$ cat config.mk
export PLATFORM = sky130hd
export DESIGN_NAME = uft_frame_timing
export DESIGN_NICKNAME = d
export VERILOG_FILES = /design/src/uft_pkg.sv /design/src/uft_frame_timing.sv /design/src/uft_bit_tick.sv /design/src/uft_sof_seq.sv
export SDC_FILE = /design/constraint.sdc
export NUM_CORES = 1
export LEC_CHECK = 0
export CAP_MARGIN = 20
export CORE_MARGIN = 4
export CORE_UTILIZATION = 60
export CTS_CLUSTER_SIZE = 20
export DETAILED_ROUTE_END_ITERATION = 10
export DONT_BUFFER_PORTS = 1
export PLACE_DENSITY = 0.83
export SETUP_SLACK_MARGIN = 0.2
export SYNTH_ARGS = -nofsm -noshare
export SYNTH_HDL_FRONTEND = slang
export SYNTH_SLANG_ARGS = --single-unit
$ cat constraint.sdc
create_clock -name clk -period 4.4 [get_ports clk]
set_clock_uncertainty 0.05 [all_clocks]
set_input_delay 0.44 -clock clk [delete_from_list [all_inputs] [get_ports clk]]
set_output_delay 0.44 -clock clk [all_outputs]
set_load 0.05 [all_outputs]
$ cat src/uft_pkg.sv
package uft_pkg;
  // Register offsets within the operational register space
  localparam logic [7:0] OFS_BIT_LEFT = 8'h38;
  localparam logic [7:0] OFS_FRAME_COUNT = 8'h3C;
  localparam logic [7:0] OFS_PERIODIC = 8'h40;
  // Field positions
  localparam int REMAIN_MSB = 13;
  localparam int TOGGLE_POS = 31;
  localparam int SOF_FLAG_POS = 2;
  // Reset values
  localparam logic [13:0] PERIOD_RESET = 14'h2EDF;
  localparam logic [13:0] REMAIN_RESET = 14'h0000;
  localparam logic [15:0] FRAME_RESET = 16'h0000;
  localparam logic [13:0] THRESH_RESET = 14'h0000;
  // Timing: 40 MHz core, 12 Mbit/s bit rate, fractional accumulator
  localparam int CLK_HZ = 40000000;
  localparam int BIT_HZ = 12000000;
  localparam logic [6:0] ACC_STEP = 7'(BIT_HZ / 400000);
  localparam logic [6:0] ACC_WRAP = 7'(CLK_HZ / 400000);

  typedef struct packed {
    logic wr;
    logic rd;
    logic [7:0] addr;
    logic [31:0] wdata;
  } uft_req_t;

  typedef struct packed {
    logic sof_pulse;
    logic run_entry;
    logic threshold_hit;
  } uft_event_t;
endpackage

$ cat src/uft_frame_timing.sv
`timescale 1ns/1ps
module uft_frame_timing (
  // Clock and reset
  input wire logic clk,
  input wire logic rst_n,
  // Register access
  input wire logic reg_wr,
  input wire logic reg_rd,
  input wire logic [7:0] reg_addr,
  input wire logic [31:0] reg_wdata,
  output logic [31:0] reg_rdata,
  output logic reg_hit,
  // Frame period register contents
  input wire logic [13:0] period_length_value,
  input wire logic period_change_toggle,
  // Controller state
  input wire logic run_state,
  input wire logic xfer_busy,
  // Frame boundary outputs
  output logic sof_send,
  output logic mem_wr_req,
  output logic [15:0] mem_wr_data,
  input wire logic mem_wr_done,
  output logic start_of_period_flag,
  output logic list_go,
  output logic periodic_priority
);
  uft_pkg::uft_req_t req;
  uft_pkg::uft_event_t ev;
  logic bit_tick;
  logic seq_sof, seq_wreq, seq_flag, seq_go;
  logic [15:0] seq_data;

  logic [13:0] remaining_bit_count_reg, remaining_bit_count_next;
  logic remaining_toggle_copy_reg, remaining_toggle_copy_next;
  logic [15:0] sof_counter_value_reg, sof_counter_value_next;
  logic [13:0] threshold_reg, threshold_next;
  logic run_d_reg, run_d_next;
  logic reload_pend_reg, reload_pend_next;
  logic prio_reg, prio_next;
  logic [31:0] rdata_reg, rdata_next;
  logic hit_reg, hit_next;
  logic frame_start;
  logic sof_reg, wreq_reg, flag_reg, go_reg;
  logic [15:0] wdata_reg;

  function automatic logic [15:0] inc16(input logic [15:0] v);
    return 16'(v + 16'h0001);
  endfunction

  assign req = '{wr: reg_wr, rd: reg_rd, addr: reg_addr, wdata: reg_wdata};

  uft_bit_tick u_tick (
    .clk(clk),
    .rst_n(rst_n),
    .enable(run_state),
    .tick(bit_tick)
  );

  always_comb begin
    remaining_bit_count_next = remaining_bit_count_reg;
    remaining_toggle_copy_next = remaining_toggle_copy_reg;
    sof_counter_value_next = sof_counter_value_reg;
    threshold_next = threshold_reg;
    run_d_next = run_state;
    reload_pend_next = reload_pend_reg;
    prio_next = prio_reg;
    ev = '0;
    frame_start = 1'b0;
    ev.run_entry = run_state && !run_d_reg;
    if (ev.run_entry) begin
      remaining_bit_count_next = period_length_value;
      sof_counter_value_next = inc16(sof_counter_value_reg);
      remaining_toggle_copy_next = period_change_toggle;
      reload_pend_next = 1'b0;
      prio_next = 1'b0;
      frame_start = 1'b1;
    end else if (run_state && bit_tick) begin
      if (reload_pend_reg) begin
        // Period sampled only at the boundary, so new values apply next frame
        remaining_bit_count_next = period_length_value;
        sof_counter_value_next = inc16(sof_counter_value_reg);
        reload_pend_next = 1'b0;
        prio_next = 1'b0;
        frame_start = 1'b1;
      end else if (remaining_bit_count_reg != 14'h0000) begin
        remaining_bit_count_next = 14'(remaining_bit_count_reg - 14'h0001);
        if (remaining_bit_count_reg == 14'h0001) begin
          reload_pend_next = 1'b1;
          remaining_toggle_copy_next = period_change_toggle;
        end
      end else begin
        reload_pend_next = 1'b1;
        remaining_toggle_copy_next = period_change_toggle;
      end
    end else if (!run_state) begin
      reload_pend_next = 1'b0;
      prio_next = 1'b0;
    end
    ev.threshold_hit = run_state && (remaining_bit_count_reg <= threshold_reg);
    // Periodic priority only claimed once the current transaction ends
    // A frame start drops the claim; the old frame's zero count must not renew it
    if (ev.threshold_hit && !xfer_busy && !frame_start) begin
      prio_next = 1'b1;
    end
    if (req.wr) begin
      unique case (req.addr)
        uft_pkg::OFS_BIT_LEFT: begin
          remaining_bit_count_next = req.wdata[uft_pkg::REMAIN_MSB:0];
          remaining_toggle_copy_next = req.wdata[uft_pkg::TOGGLE_POS];
        end
        uft_pkg::OFS_FRAME_COUNT: begin
          // Upper bits of the count are not software visible; keep them
          sof_counter_value_next = {sof_counter_value_reg[15:14], req.wdata[uft_pkg::REMAIN_MSB:0]};
        end
        uft_pkg::OFS_PERIODIC: threshold_next = req.wdata[uft_pkg::REMAIN_MSB:0];
        default: ;
      endcase
    end
    ev.sof_pulse = frame_start;
  end

  always_comb begin
    rdata_next = 32'h00000000;
    hit_next = 1'b0;
    if (req.rd) begin
      hit_next = 1'b1;
      unique case (req.addr)
        uft_pkg::OFS_BIT_LEFT: begin
          rdata_next[uft_pkg::REMAIN_MSB:0] = remaining_bit_count_reg;
          rdata_next[uft_pkg::TOGGLE_POS] = remaining_toggle_copy_reg;
        end
        uft_pkg::OFS_FRAME_COUNT: rdata_next[uft_pkg::REMAIN_MSB:0] = sof_counter_value_reg[13:0];
        uft_pkg::OFS_PERIODIC: rdata_next[uft_pkg::REMAIN_MSB:0] = threshold_reg;
        default: hit_next = 1'b0;
      endcase
    end
  end

  always_ff @(posedge clk) begin
    if (!rst_n) begin
      remaining_bit_count_reg <= uft_pkg::REMAIN_RESET;
      remaining_toggle_copy_reg <= 1'b0;
      sof_counter_value_reg <= uft_pkg::FRAME_RESET;
      threshold_reg <= uft_pkg::THRESH_RESET;
      run_d_reg <= 1'b0;
      reload_pend_reg <= 1'b0;
      prio_reg <= 1'b0;
      rdata_reg <= 32'h00000000;
      hit_reg <= 1'b0;
    end else begin
      remaining_bit_count_reg <= remaining_bit_count_next;
      remaining_toggle_copy_reg <= remaining_toggle_copy_next;
      sof_counter_value_reg <= sof_counter_value_next;
      threshold_reg <= threshold_next;
      run_d_reg <= run_d_next;
      reload_pend_reg <= reload_pend_next;
      prio_reg <= prio_next;
      rdata_reg <= rdata_next;
      hit_reg <= hit_next;
    end
  end

  uft_sof_seq u_seq (
    .clk(clk),
    .rst_n(rst_n),
    .frame_start(ev.sof_pulse),
    .frame_num(sof_counter_value_next),
    .sof_send(seq_sof),
    .mem_wr_req(seq_wreq),
    .mem_wr_data(seq_data),
    .mem_wr_done(mem_wr_done),
    .sof_flag_set(seq_flag),
    .list_go(seq_go)
  );

  always_ff @(posedge clk) begin
    if (!rst_n) begin
      sof_reg <= 1'b0;
      wreq_reg <= 1'b0;
      flag_reg <= 1'b0;
      go_reg <= 1'b0;
      wdata_reg <= 16'h0000;
    end else begin
      sof_reg <= seq_sof;
      wreq_reg <= seq_wreq && !mem_wr_done;
      flag_reg <= seq_flag;
      go_reg <= seq_go;
      wdata_reg <= seq_data;
    end
  end

  assign reg_rdata = rdata_reg;
  assign reg_hit = hit_reg;
  assign sof_send = sof_reg;
  assign mem_wr_req = wreq_reg;
  assign mem_wr_data = wdata_reg;
  assign start_of_period_flag = flag_reg;
  assign list_go = go_reg;
  assign periodic_priority = prio_reg;

  chk_reload_value: assert property (@(posedge clk) disable iff (!rst_n)
    (run_state && run_d_reg && bit_tick && reload_pend_reg && !reg_wr)
    |=> remaining_bit_count_reg == $past(period_length_value))
    else $error("counter not reloaded from period");
  chk_count_down: assert property (@(posedge clk) disable iff (!rst_n)
    (run_state && run_d_reg && bit_tick && !reload_pend_reg && remaining_bit_count_reg > 14'h0001 && !reg_wr)
    |=> remaining_bit_count_reg == 14'($past(remaining_bit_count_reg) - 14'h0001))
    else $error("counter did not decrement");
  chk_frame_incr: assert property (@(posedge clk) disable iff (!rst_n)
    (frame_start && !reg_wr) |=> sof_counter_value_reg == 16'($past(sof_counter_value_reg) + 16'h0001))
    else $error("frame number not incremented");
  chk_run_entry: assert property (@(posedge clk) disable iff (!rst_n)
    (run_state && !run_d_reg && !reg_wr) |=> remaining_bit_count_reg == $past(period_length_value))
    else $error("run entry reload missing");
  chk_toggle_copy: assert property (@(posedge clk) disable iff (!rst_n)
    (run_state && run_d_reg && bit_tick && !reload_pend_reg && remaining_bit_count_reg == 14'h0001 && !reg_wr)
    |=> remaining_toggle_copy_reg == $past(period_change_toggle))
    else $error("toggle not copied");
  chk_sof_order: assert property (@(posedge clk) disable iff (!rst_n)
    $rose(sof_send) |=> !sof_send ##0 mem_wr_req)
    else $error("memory write not after SOF");
  chk_flag_after: assert property (@(posedge clk) disable iff (!rst_n)
    start_of_period_flag |-> $past(mem_wr_done, 2))
    else $error("flag before write completion");
  chk_tick_rate: assert property (@(posedge clk) disable iff (!rst_n)
    bit_tick |=> !bit_tick ##1 !bit_tick)
    else $error("bit tick too frequent");
  // Priority checks and the threshold register read check
  chk_prio_hold: assert property (@(posedge clk) disable iff (!rst_n)
    (ev.threshold_hit && !xfer_busy && !frame_start) |=> periodic_priority)
    else $error("periodic priority not taken");
  chk_prio_clear: assert property (@(posedge clk) disable iff (!rst_n)
    frame_start |=> !periodic_priority)
    else $error("periodic priority kept past frame start");
  chk_busy_hold_off: assert property (@(posedge clk) disable iff (!rst_n)
    (xfer_busy && !periodic_priority) |=> !periodic_priority)
    else $error("periodic priority taken during transaction");
  chk_rd_zero: assert property (@(posedge clk) disable iff (!rst_n)
    (reg_rd && reg_addr == uft_pkg::OFS_PERIODIC) |=> reg_rdata[31:14] == 18'h00000 && reg_hit)
    else $error("threshold read reserved bits");

  // Register bus checks
  chk_remain_read: assert property (@(posedge clk) disable iff (!rst_n)
    (reg_rd && reg_addr == uft_pkg::OFS_BIT_LEFT) |=> reg_hit && reg_rdata[30:14] == 17'h0
    && reg_rdata[13:0] == $past(remaining_bit_count_reg) && reg_rdata[31] == $past(remaining_toggle_copy_reg))
    else $error("remaining count read wrong");
  chk_frame_read: assert property (@(posedge clk) disable iff (!rst_n)
    (reg_rd && reg_addr == uft_pkg::OFS_FRAME_COUNT) |=> reg_hit && reg_rdata[31:14] == 18'h0
    && reg_rdata[13:0] == 14'($past(sof_counter_value_reg)))
    else $error("frame number read wrong");
  chk_unmapped_read: assert property (@(posedge clk) disable iff (!rst_n)
    (reg_rd && reg_addr != uft_pkg::OFS_BIT_LEFT && reg_addr != uft_pkg::OFS_FRAME_COUNT
    && reg_addr != uft_pkg::OFS_PERIODIC) |=> !reg_hit && reg_rdata == 32'h00000000)
    else $error("unmapped read answered");
  chk_remain_write: assert property (@(posedge clk) disable iff (!rst_n)
    (reg_wr && reg_addr == uft_pkg::OFS_BIT_LEFT) |=> remaining_bit_count_reg == 14'($past(reg_wdata)))
    else $error("remaining count write lost");
  chk_thresh_write: assert property (@(posedge clk) disable iff (!rst_n)
    (reg_wr && reg_addr == uft_pkg::OFS_PERIODIC) |=> threshold_reg == 14'($past(reg_wdata)))
    else $error("threshold write lost");

  // Boundary sequence checks
  chk_sof_width: assert property (@(posedge clk) disable iff (!rst_n)
    sof_send |=> !sof_send)
    else $error("SOF pulse too long");
  chk_req_hold: assert property (@(posedge clk) disable iff (!rst_n)
    (mem_wr_req && !mem_wr_done) |=> mem_wr_req)
    else $error("memory write request dropped early");
  chk_wdata_hold: assert property (@(posedge clk) disable iff (!rst_n)
    (mem_wr_req && !mem_wr_done) |=> $stable(mem_wr_data))
    else $error("memory write data moved");
  chk_flag_list: assert property (@(posedge clk) disable iff (!rst_n)
    start_of_period_flag |-> list_go)
    else $error("list fetch not with flag");
  chk_flag_pulse: assert property (@(posedge clk) disable iff (!rst_n)
    start_of_period_flag |=> !start_of_period_flag)
    else $error("flag pulse too long");

  cov_frame: cover property (@(posedge clk) disable iff (!rst_n) frame_start);
  cov_flag: cover property (@(posedge clk) disable iff (!rst_n) start_of_period_flag);
  cov_prio: cover property (@(posedge clk) disable iff (!rst_n) $rose(periodic_priority));
  cov_busy_hold: cover property (@(posedge clk) disable iff (!rst_n) xfer_busy && ev.threshold_hit);
  cov_wrap: cover property (@(posedge clk) disable iff (!rst_n) sof_counter_value_reg == 16'hFFFF ##[1:200] frame_start);
endmodule

$ cat src/uft_bit_tick.sv
`timescale 1ns/1ps
module uft_bit_tick (
  // Clock and reset
  input wire logic clk,
  input wire logic rst_n,
  // Control
  input wire logic enable,
  output logic tick
);
  logic [6:0] acc_reg;
  logic [6:0] acc_next;
  logic tick_reg;
  logic tick_next;
  logic [7:0] sum;

  always_comb begin
    sum = {1'b0, acc_reg} + {1'b0, uft_pkg::ACC_STEP};
    acc_next = acc_reg;
    tick_next = 1'b0;
    if (enable) begin
      if (sum >= {1'b0, uft_pkg::ACC_WRAP}) begin
        acc_next = 7'(sum - {1'b0, uft_pkg::ACC_WRAP});
        tick_next = 1'b1;
      end else begin
        acc_next = sum[6:0];
      end
    end else begin
      acc_next = 7'h00;
    end
  end

  // Twelve ticks per forty clocks, one pulse each
  always_ff @(posedge clk) begin
    if (!rst_n) begin
      acc_reg <= 7'h00;
      tick_reg <= 1'b0;
    end else begin
      acc_reg <= acc_next;
      tick_reg <= tick_next;
    end
  end
  assign tick = tick_reg;
endmodule

$ cat src/uft_sof_seq.sv
`timescale 1ns/1ps
module uft_sof_seq (
  // Clock and reset
  input wire logic clk,
  input wire logic rst_n,
  // Frame boundary and memory port
  input wire logic frame_start,
  input wire logic [15:0] frame_num,
  output logic sof_send,
  output logic mem_wr_req,
  output logic [15:0] mem_wr_data,
  input wire logic mem_wr_done,
  output logic sof_flag_set,
  output logic list_go
);
  typedef enum logic [1:0] {S_IDLE, S_SOF, S_WRITE, S_DONE} uft_seq_t;
  uft_seq_t st_reg, st_next;
  logic [15:0] num_reg, num_next;

  always_comb begin
    st_next = st_reg;
    num_next = num_reg;
    unique case (st_reg)
      S_IDLE: begin
        if (frame_start) begin
          st_next = S_SOF;
          num_next = frame_num;
        end
      end
      S_SOF: st_next = S_WRITE;
      S_WRITE: begin
        if (mem_wr_done) begin
          st_next = S_DONE;
        end
      end
      S_DONE: st_next = S_IDLE;
    endcase
  end

  always_ff @(posedge clk) begin
    if (!rst_n) begin
      st_reg <= S_IDLE;
      num_reg <= 16'h0000;
    end else begin
      st_reg <= st_next;
      num_reg <= num_next;
    end
  end

  // SOF first, then memory write, then flag and list fetch
  assign sof_send = (st_reg == S_SOF);
  assign mem_wr_req = (st_reg == S_WRITE);
  assign mem_wr_data = num_reg;
  assign sof_flag_set = (st_reg == S_DONE);
  assign list_go = (st_reg == S_DONE);
endmodule

==> results.toml, run 1 <==
[sta]
period_minus_slack_ps = 2690
hold_viol = 0
slew_viol_final = 0
finalCritPeriodShare_pct = 61.2
setup_viol = 0
rsz0062_at_grt = "no"
max_slew_margin_pct = 35.2
worst_pin_slew_ps = 968
timing.fmax_ghz = 0.371
fin_tns_setup_ps = 0

[synth]
synth_top_family_by_area = "simple AND/OR/NAND/NOR gates"
synth_area_leader_cell = "dfxtp_1"
synthXorXnorAreaFrac_pct = 1.89
synthArstFlopShare_pct = 0
synthTopCellsByCount = "dfxtp_1 (108), nand2_1 (54), nor2_1 (53)"
synth_top_cell_area_share_pct = 39.0
synth.ff_latch_count = 108
yosys.area_share.simple_pct = 24.8
yosysUniqueCellTypes = 67
synth_cells = 654
synth.most_common_cell = "dfxtp_1"
syn-mean-instance-area_um2 = 8.49
yosys_warnings = 0
ys_seq_area_share_pct = 39.0
syn_area_mm2 = 0.00555
synth_area_leaders = "dfxtp_1 (39%), ha_1 (5.9%), nand2_1 (3.7%)"
synth_edf_count = 0
synth_flop_cell = "dfxtp_1"
synth-compound-area-share_pct = 17.5
yosys-mux-area-fraction_pct = 3.72
synth_fa_ha_area_share_pct = 5.86

[global_route]
grt_first_pass_wirelength_um = 23600
grt_max_degree = 38
grt_pass1_vias = 4680
grt_usage_pct = 26.6
grt_overflow_total = 0
antenna_found_initial = 0

[drt]
drc_errors = 0
avgViaCountPerCell = 6.57
wl_per_cell_um = 19.5
via_count = 4875
drt_iter0_markers = 468
antenna_left = 0
wirelength_um = 14500
firstDrtPassIters = 5

[final_layout]
fin_area_mm2 = 0.00567
num-fill-cells = 785
nNetsFinal = 717
final_util_pct = 64.1
n_antenna_cell = 0
multi_input_area_mm2 = 0.00305
drive_above_1_share_pct = 6.94
regArea_mm2 = 0.00216
area_growth_pct = 2.21

[clocking]
h-tree-depth = 3
cts_hold_buf = 0
cts_buffer_depth = 2
clkTransAtPathRegs_ps = 110
cts_made_buffers = 9
cts-root-buf = "clkbuf_8"
insertion_delay_ps = 380
cts_tree = "yes"
cts_resized = 0
clock_sinks = 108
cts_setup_buffers = 0

[floorplan]
die_y_um = 104
io_pins = 116
rows = 34
design.die.area_mm2 = 0.0109
start_util_pct = 62.7
coreArea_mm2 = 0.00885
fp.dieW_um = 104

[setup_path]
rr_worst_depth = 7
cp_slowest_stage_delay_ps = 710
path_cells = "inv_1 > ha_1 > or4b_2 > o41ai_4 > o31a_2 > o21ai_0 > a31oi_1"
end_kind = "register"
critPathLaunchType = "register"
cp.required_ps = 4670
path_class = "register to register"
critPathMaxFanout = 11
critPathSlowestCell = "or4b_2"
cp.arrival_ps = 2960

[run_status]
status = "completed"

[power]
peakVddDrop_uv = 223
power_density_mw_per_mm2 = 346
total_power_w = 0.00196
p_leak_nw = 2.04

[placed_design]
portBuffers = 0
placed_cell_area_mm2 = 0.00547
gp_congestion = 0.910
dp_hpwl_um = 10500

[min_path]
holdCritPathClass = "primary input to register"
holdPathStages = 2

[flow_run]
cap_violations = 0
[metal layers]
| metal | vias up | global-route usage [%] | wire (um) |
|---|---|---|---|
| met5 | - | 0 | 0 |
| met4 | 0 | 12.9 | 599 |
| met3 | 47 | 7.26 | 1580 |
| met2 | 269 | 42.3 | 6490 |
| met1 | 2294 | 33.2 | 5800 |
| li1 | 2265 | - | - |
[per-stage QoR]
stage | std cells | setup WS [ps] | hold slack (ps)
5_1_grt | 742 | 1570 | 127
6_report | 742 | 1710 | 139
2_1_floorplan | 670 | 2190 | 378
3_3_place_gp | 726 | 1850 | 390
4_1_cts | 742 | 1740 | 133
3_5_place_dp | 726 | 1810 | 392
[critical path: cells and delay by family, from the launching register on]
family | cells | cell delay [ps]
fa+ha+maj | 1 | 240
buf+inv | 1 | 210
compound gates | 4 | 1040
simple gates | 1 | 710
flops | 1 | 370
[area by class of cell]
cell class | count | share of cell area [%]
Timing Repair Buffer | 2 | 0.265
Multi-Input combinational cell | 479 | 53.7
Sequential cell | 108 | 38.1
Tap cell | 108 | 2.38
Clock buffer | 10 | 2.43
Clock inverter | 6 | 1.19
Inverter | 29 | 1.92
[where the power goes]
| part | switching (W) | internal (W) |
|---|---|---|
| sequential | 0.0000593 | 0.00101 |
| clock | 0.000370 | 0.000238 |
| combinational | 0.000183 | 0.000103 |
| total | 0.000613 | 0.00135 |
[cell families after synthesis]
family,count (synthesis)
flip-flops,108
buffers and inverters,83
XOR/XNOR,12
AO/OA/AOI/OAI,144
AND/OR/NAND/NOR,261
other,1
adder cells (fa/ha/maj),26
multiplexers,19
[final timing paths]
| check | start | end | slack [ps] |
|---|---|---|---|
| setup reg to reg | remaining_bit_count_reg[0]$_SDFF_PN0_ | remaining_bit_count_reg[8]$_SDFF_PN0_ | 1710 |
| hold reg to reg | u_seq.mem_wr_data[5]$_SDFFE_PN0P_ | mem_wr_data[5]$_SDFF_PN0_ | 410 |
| setup / recovery | remaining_bit_count_reg[0]$_SDFF_PN0_ | remaining_bit_count_reg[8]$_SDFF_PN0_ | 1710 |
| hold / removal | reg_wdata[12] | remaining_bit_count_reg[12]$_SDFF_PN0_ | 140 |
[cells in the final DEF, fill, tap and decap left out, types with 5 or more instances in the layout]
cell       count
dfxtp_1      108
or3_1          9
a22o_1         6
a21oi_1       29
clkbuf_8      10
conb_1        17
mux2i_1        6
o31ai_1        9
nand3_1       36
nor2_1        53
o21ai_0       31
nand4_1        6
xnor2_1       10
ha_1          26
nor3b_1        7
mux2_2        13
inv_1         28
nand2_1       54
nor4_1        13
o21a_1         5
a31oi_1       13
nor2b_1        6
a22oi_1       15
nor3_1        23
o2bb2ai_1      5
and2_1        23
and3_1         7
Note: power is estimated with default switching activity, not from simulation.
==> inputs of run 2 (changes only) <==
clock period = 2.65 ns   (was 4.4 ns; I/O delays follow)
==> results.toml, run 2 (synthesis gave the netlist of run 1 again) <==
[sta]
period_minus_slack_ps = 2320
timing.fmax_ghz = 0.431
max_slew_margin_pct = 32.2
slew_viol_final = 0
finalCritPeriodShare_pct = 87.5
fin_tns_setup_ps = 0
hold_viol = 0
setup_viol = 0
worst_pin_slew_ps = 1010
rsz0062_at_grt = "no"

[floorplan]
fp.dieW_um = 104
coreArea_mm2 = 0.00885
rows = 34
io_pins = 116
start_util_pct = 62.7
die_y_um = 104
design.die.area_mm2 = 0.0109

[final_layout]
drive_above_1_share_pct = 8.40
final_common_cell = "dfxtp_1"
nNetsFinal = 751
most-common-layout-cells = "dfxtp_1 (106), nand2_1 (54), nor2_1 (53), nand3_1 (36), o21ai_0 (31)"
area_growth_pct = 7.53
num-fill-cells = 739
fin_area_mm2 = 0.00597
n_antenna_cell = 0

[power]
power_density_mw_per_mm2 = 542
p_leak_nw = 2.18
total_power_w = 0.00323
peakVddDrop_uv = 296

[drt]
drt_iter0_markers = 707
via_count = 5092
drc_errors = 0
avgViaCountPerCell = 6.57
firstDrtPassIters = 5
wl_per_cell_um = 19.7
wirelength_um = 15300
antenna_left = 0

[clocking]
insertion_delay_ps = 370
cts_tree = "yes"
h-tree-depth = 3
cts-root-buf = "clkbuf_8"
clkTransAtPathRegs_ps = 100
cts_buffer_depth = 2
cts_made_buffers = 9
clock_sinks = 108

[setup_path]
critPathSlowestCell = "dfxtp_2"
end_kind = "register"
crit_start = "u_tick.acc_reg[1]$_SDFF_PN0_"
critPathMaxFanout = 8
cp.required_ps = 2870
cp.arrival_ps = 2540
rr_endpoint = "u_tick.acc_reg[3]$_SDFF_PN0_"
timing.rr.start = "u_tick.acc_reg[1]$_SDFF_PN0_"
endpoint = "u_tick.acc_reg[3]$_SDFF_PN0_"
path_class = "register to register"
critPathLaunchType = "register"
rrSetupSlack_ps = 330
cp_slowest_stage_delay_ps = 410
path_common_cell = "ha_1"
path_cells = "inv_1 > ha_1 > xnor2_2 > ha_1 > nand3_1 > a211o_1 > nand2_1 > mux2_2"
rr_worst_depth = 8

[flow_run]
cap_violations = 0

[min_path]
holdCritPathClass = "primary input to register"
hp-start = "reg_wr"

[global_route]
grt_first_pass_wirelength_um = 24600
grt_pass1_vias = 4877
grt_overflow_total = 0
grt_max_degree = 38
grt_usage_pct = 28.0
antenna_found_initial = 0

[placed_design]
placed_cell_area_mm2 = 0.00554
portBuffers = 0
gp_congestion = 0.906
dp_hpwl_um = 10800

[run_status]
status = "completed"
## run 2: changes by cell type in the layout (fill, tap and decap cells not counted), sizes merged
| cell | change |
|---|---|
| buf | +10 |
| clkbuf | -1 |
| clkinv | +1 |
| dlygate4sd3 | +24 |
| inv | -1 |
## run 2: final cells by class
class / count / area, um^2 / share of cell area (%)
Clock buffer: 9 / 124 / 2.08
Clock inverter: 6 / 47.5 / 0.797
Inverter: 29 / 109 / 1.82
Multi-Input combinational cell: 479 / 3060 / 51.2
Sequential cell: 108 / 2160 / 36.3
Tap cell: 108 / 135 / 2.26
Timing Repair Buffer: 36 / 330 / 5.53
## run 2: power breakdown
| group | switching (W) | internal, W | total (W) |
|---|---|---|---|
| Clock | 0.000568 | 0.000347 | 0.000915 |
| Sequential | 0.0000983 | 0.00167 | 0.00177 |
| Combinational | 0.000334 | 0.000216 | 0.000549 |
## run 2: worst max-delay path, delay by kind of cell (launching register included)
kind | cells | cell delay, ps
AOI/OAI and AO/OA | 1 | 360
xor gates and xnor gates | 1 | 190
adders and majority gates | 2 | 510
buffers and inverters | 1 | 60
DFF | 1 | 410
muxes | 1 | 360
and+or+nand+nor | 2 | 300
## run 2: per-stage QoR
step           util [%]  hold WS (ps)  cells  worst slack (ps)
5_1_grt            67.4          7.58    775               227
3_5_place_dp       62.6           348    735               224
4_1_cts            67.2         0.525    774               244
3_3_place_gp       62.6           345    735               307
2_1_floorplan         -           345    670               436
6_report           67.4          6.88    775               331
## run 2: per-layer routing
layer,vias up,part of all wire (%),global-route usage [%]
li1,2328,-,-
met2,327,45,43.8
met4,0,4.6,15.8
met5,-,0,0
met3,58,11,6.95
met1,2379,39,35.3
## run 2: how the worst min path moves through the flow
| stage | to | slack, ps | cells past startpoint |
|---|---|---|---|
| 2_1_floorplan | remaining_bit_count_reg[12]$_SDFF_PN0_ | 350 | 2 |
| 3_3_place_gp | u_seq.mem_wr_data[13]$_SDFFE_PN0P_ | 340 | 1 |
| 3_5_place_dp | sof_counter_value_reg[1]$_SDFF_PN0_ | 350 | 1 |
| 4_1_cts | threshold_reg[6]$_SDFFE_PN0P_ | 0.5 | 2 |
| 5_1_grt | sof_counter_value_reg[2]$_SDFF_PN0_ | 8 | 2 |
| 6_report | threshold_reg[1]$_SDFFE_PN0P_ | 7 | 2 |
## run 2: timing repair
item	in CTS	in global routing
gates resized for setup	1	3
setup buffers	1	0
pin swaps	1	0
endpoints found under the setup margin	3	2
endpoints found under the hold margin	49	1
hold buffers	23	1
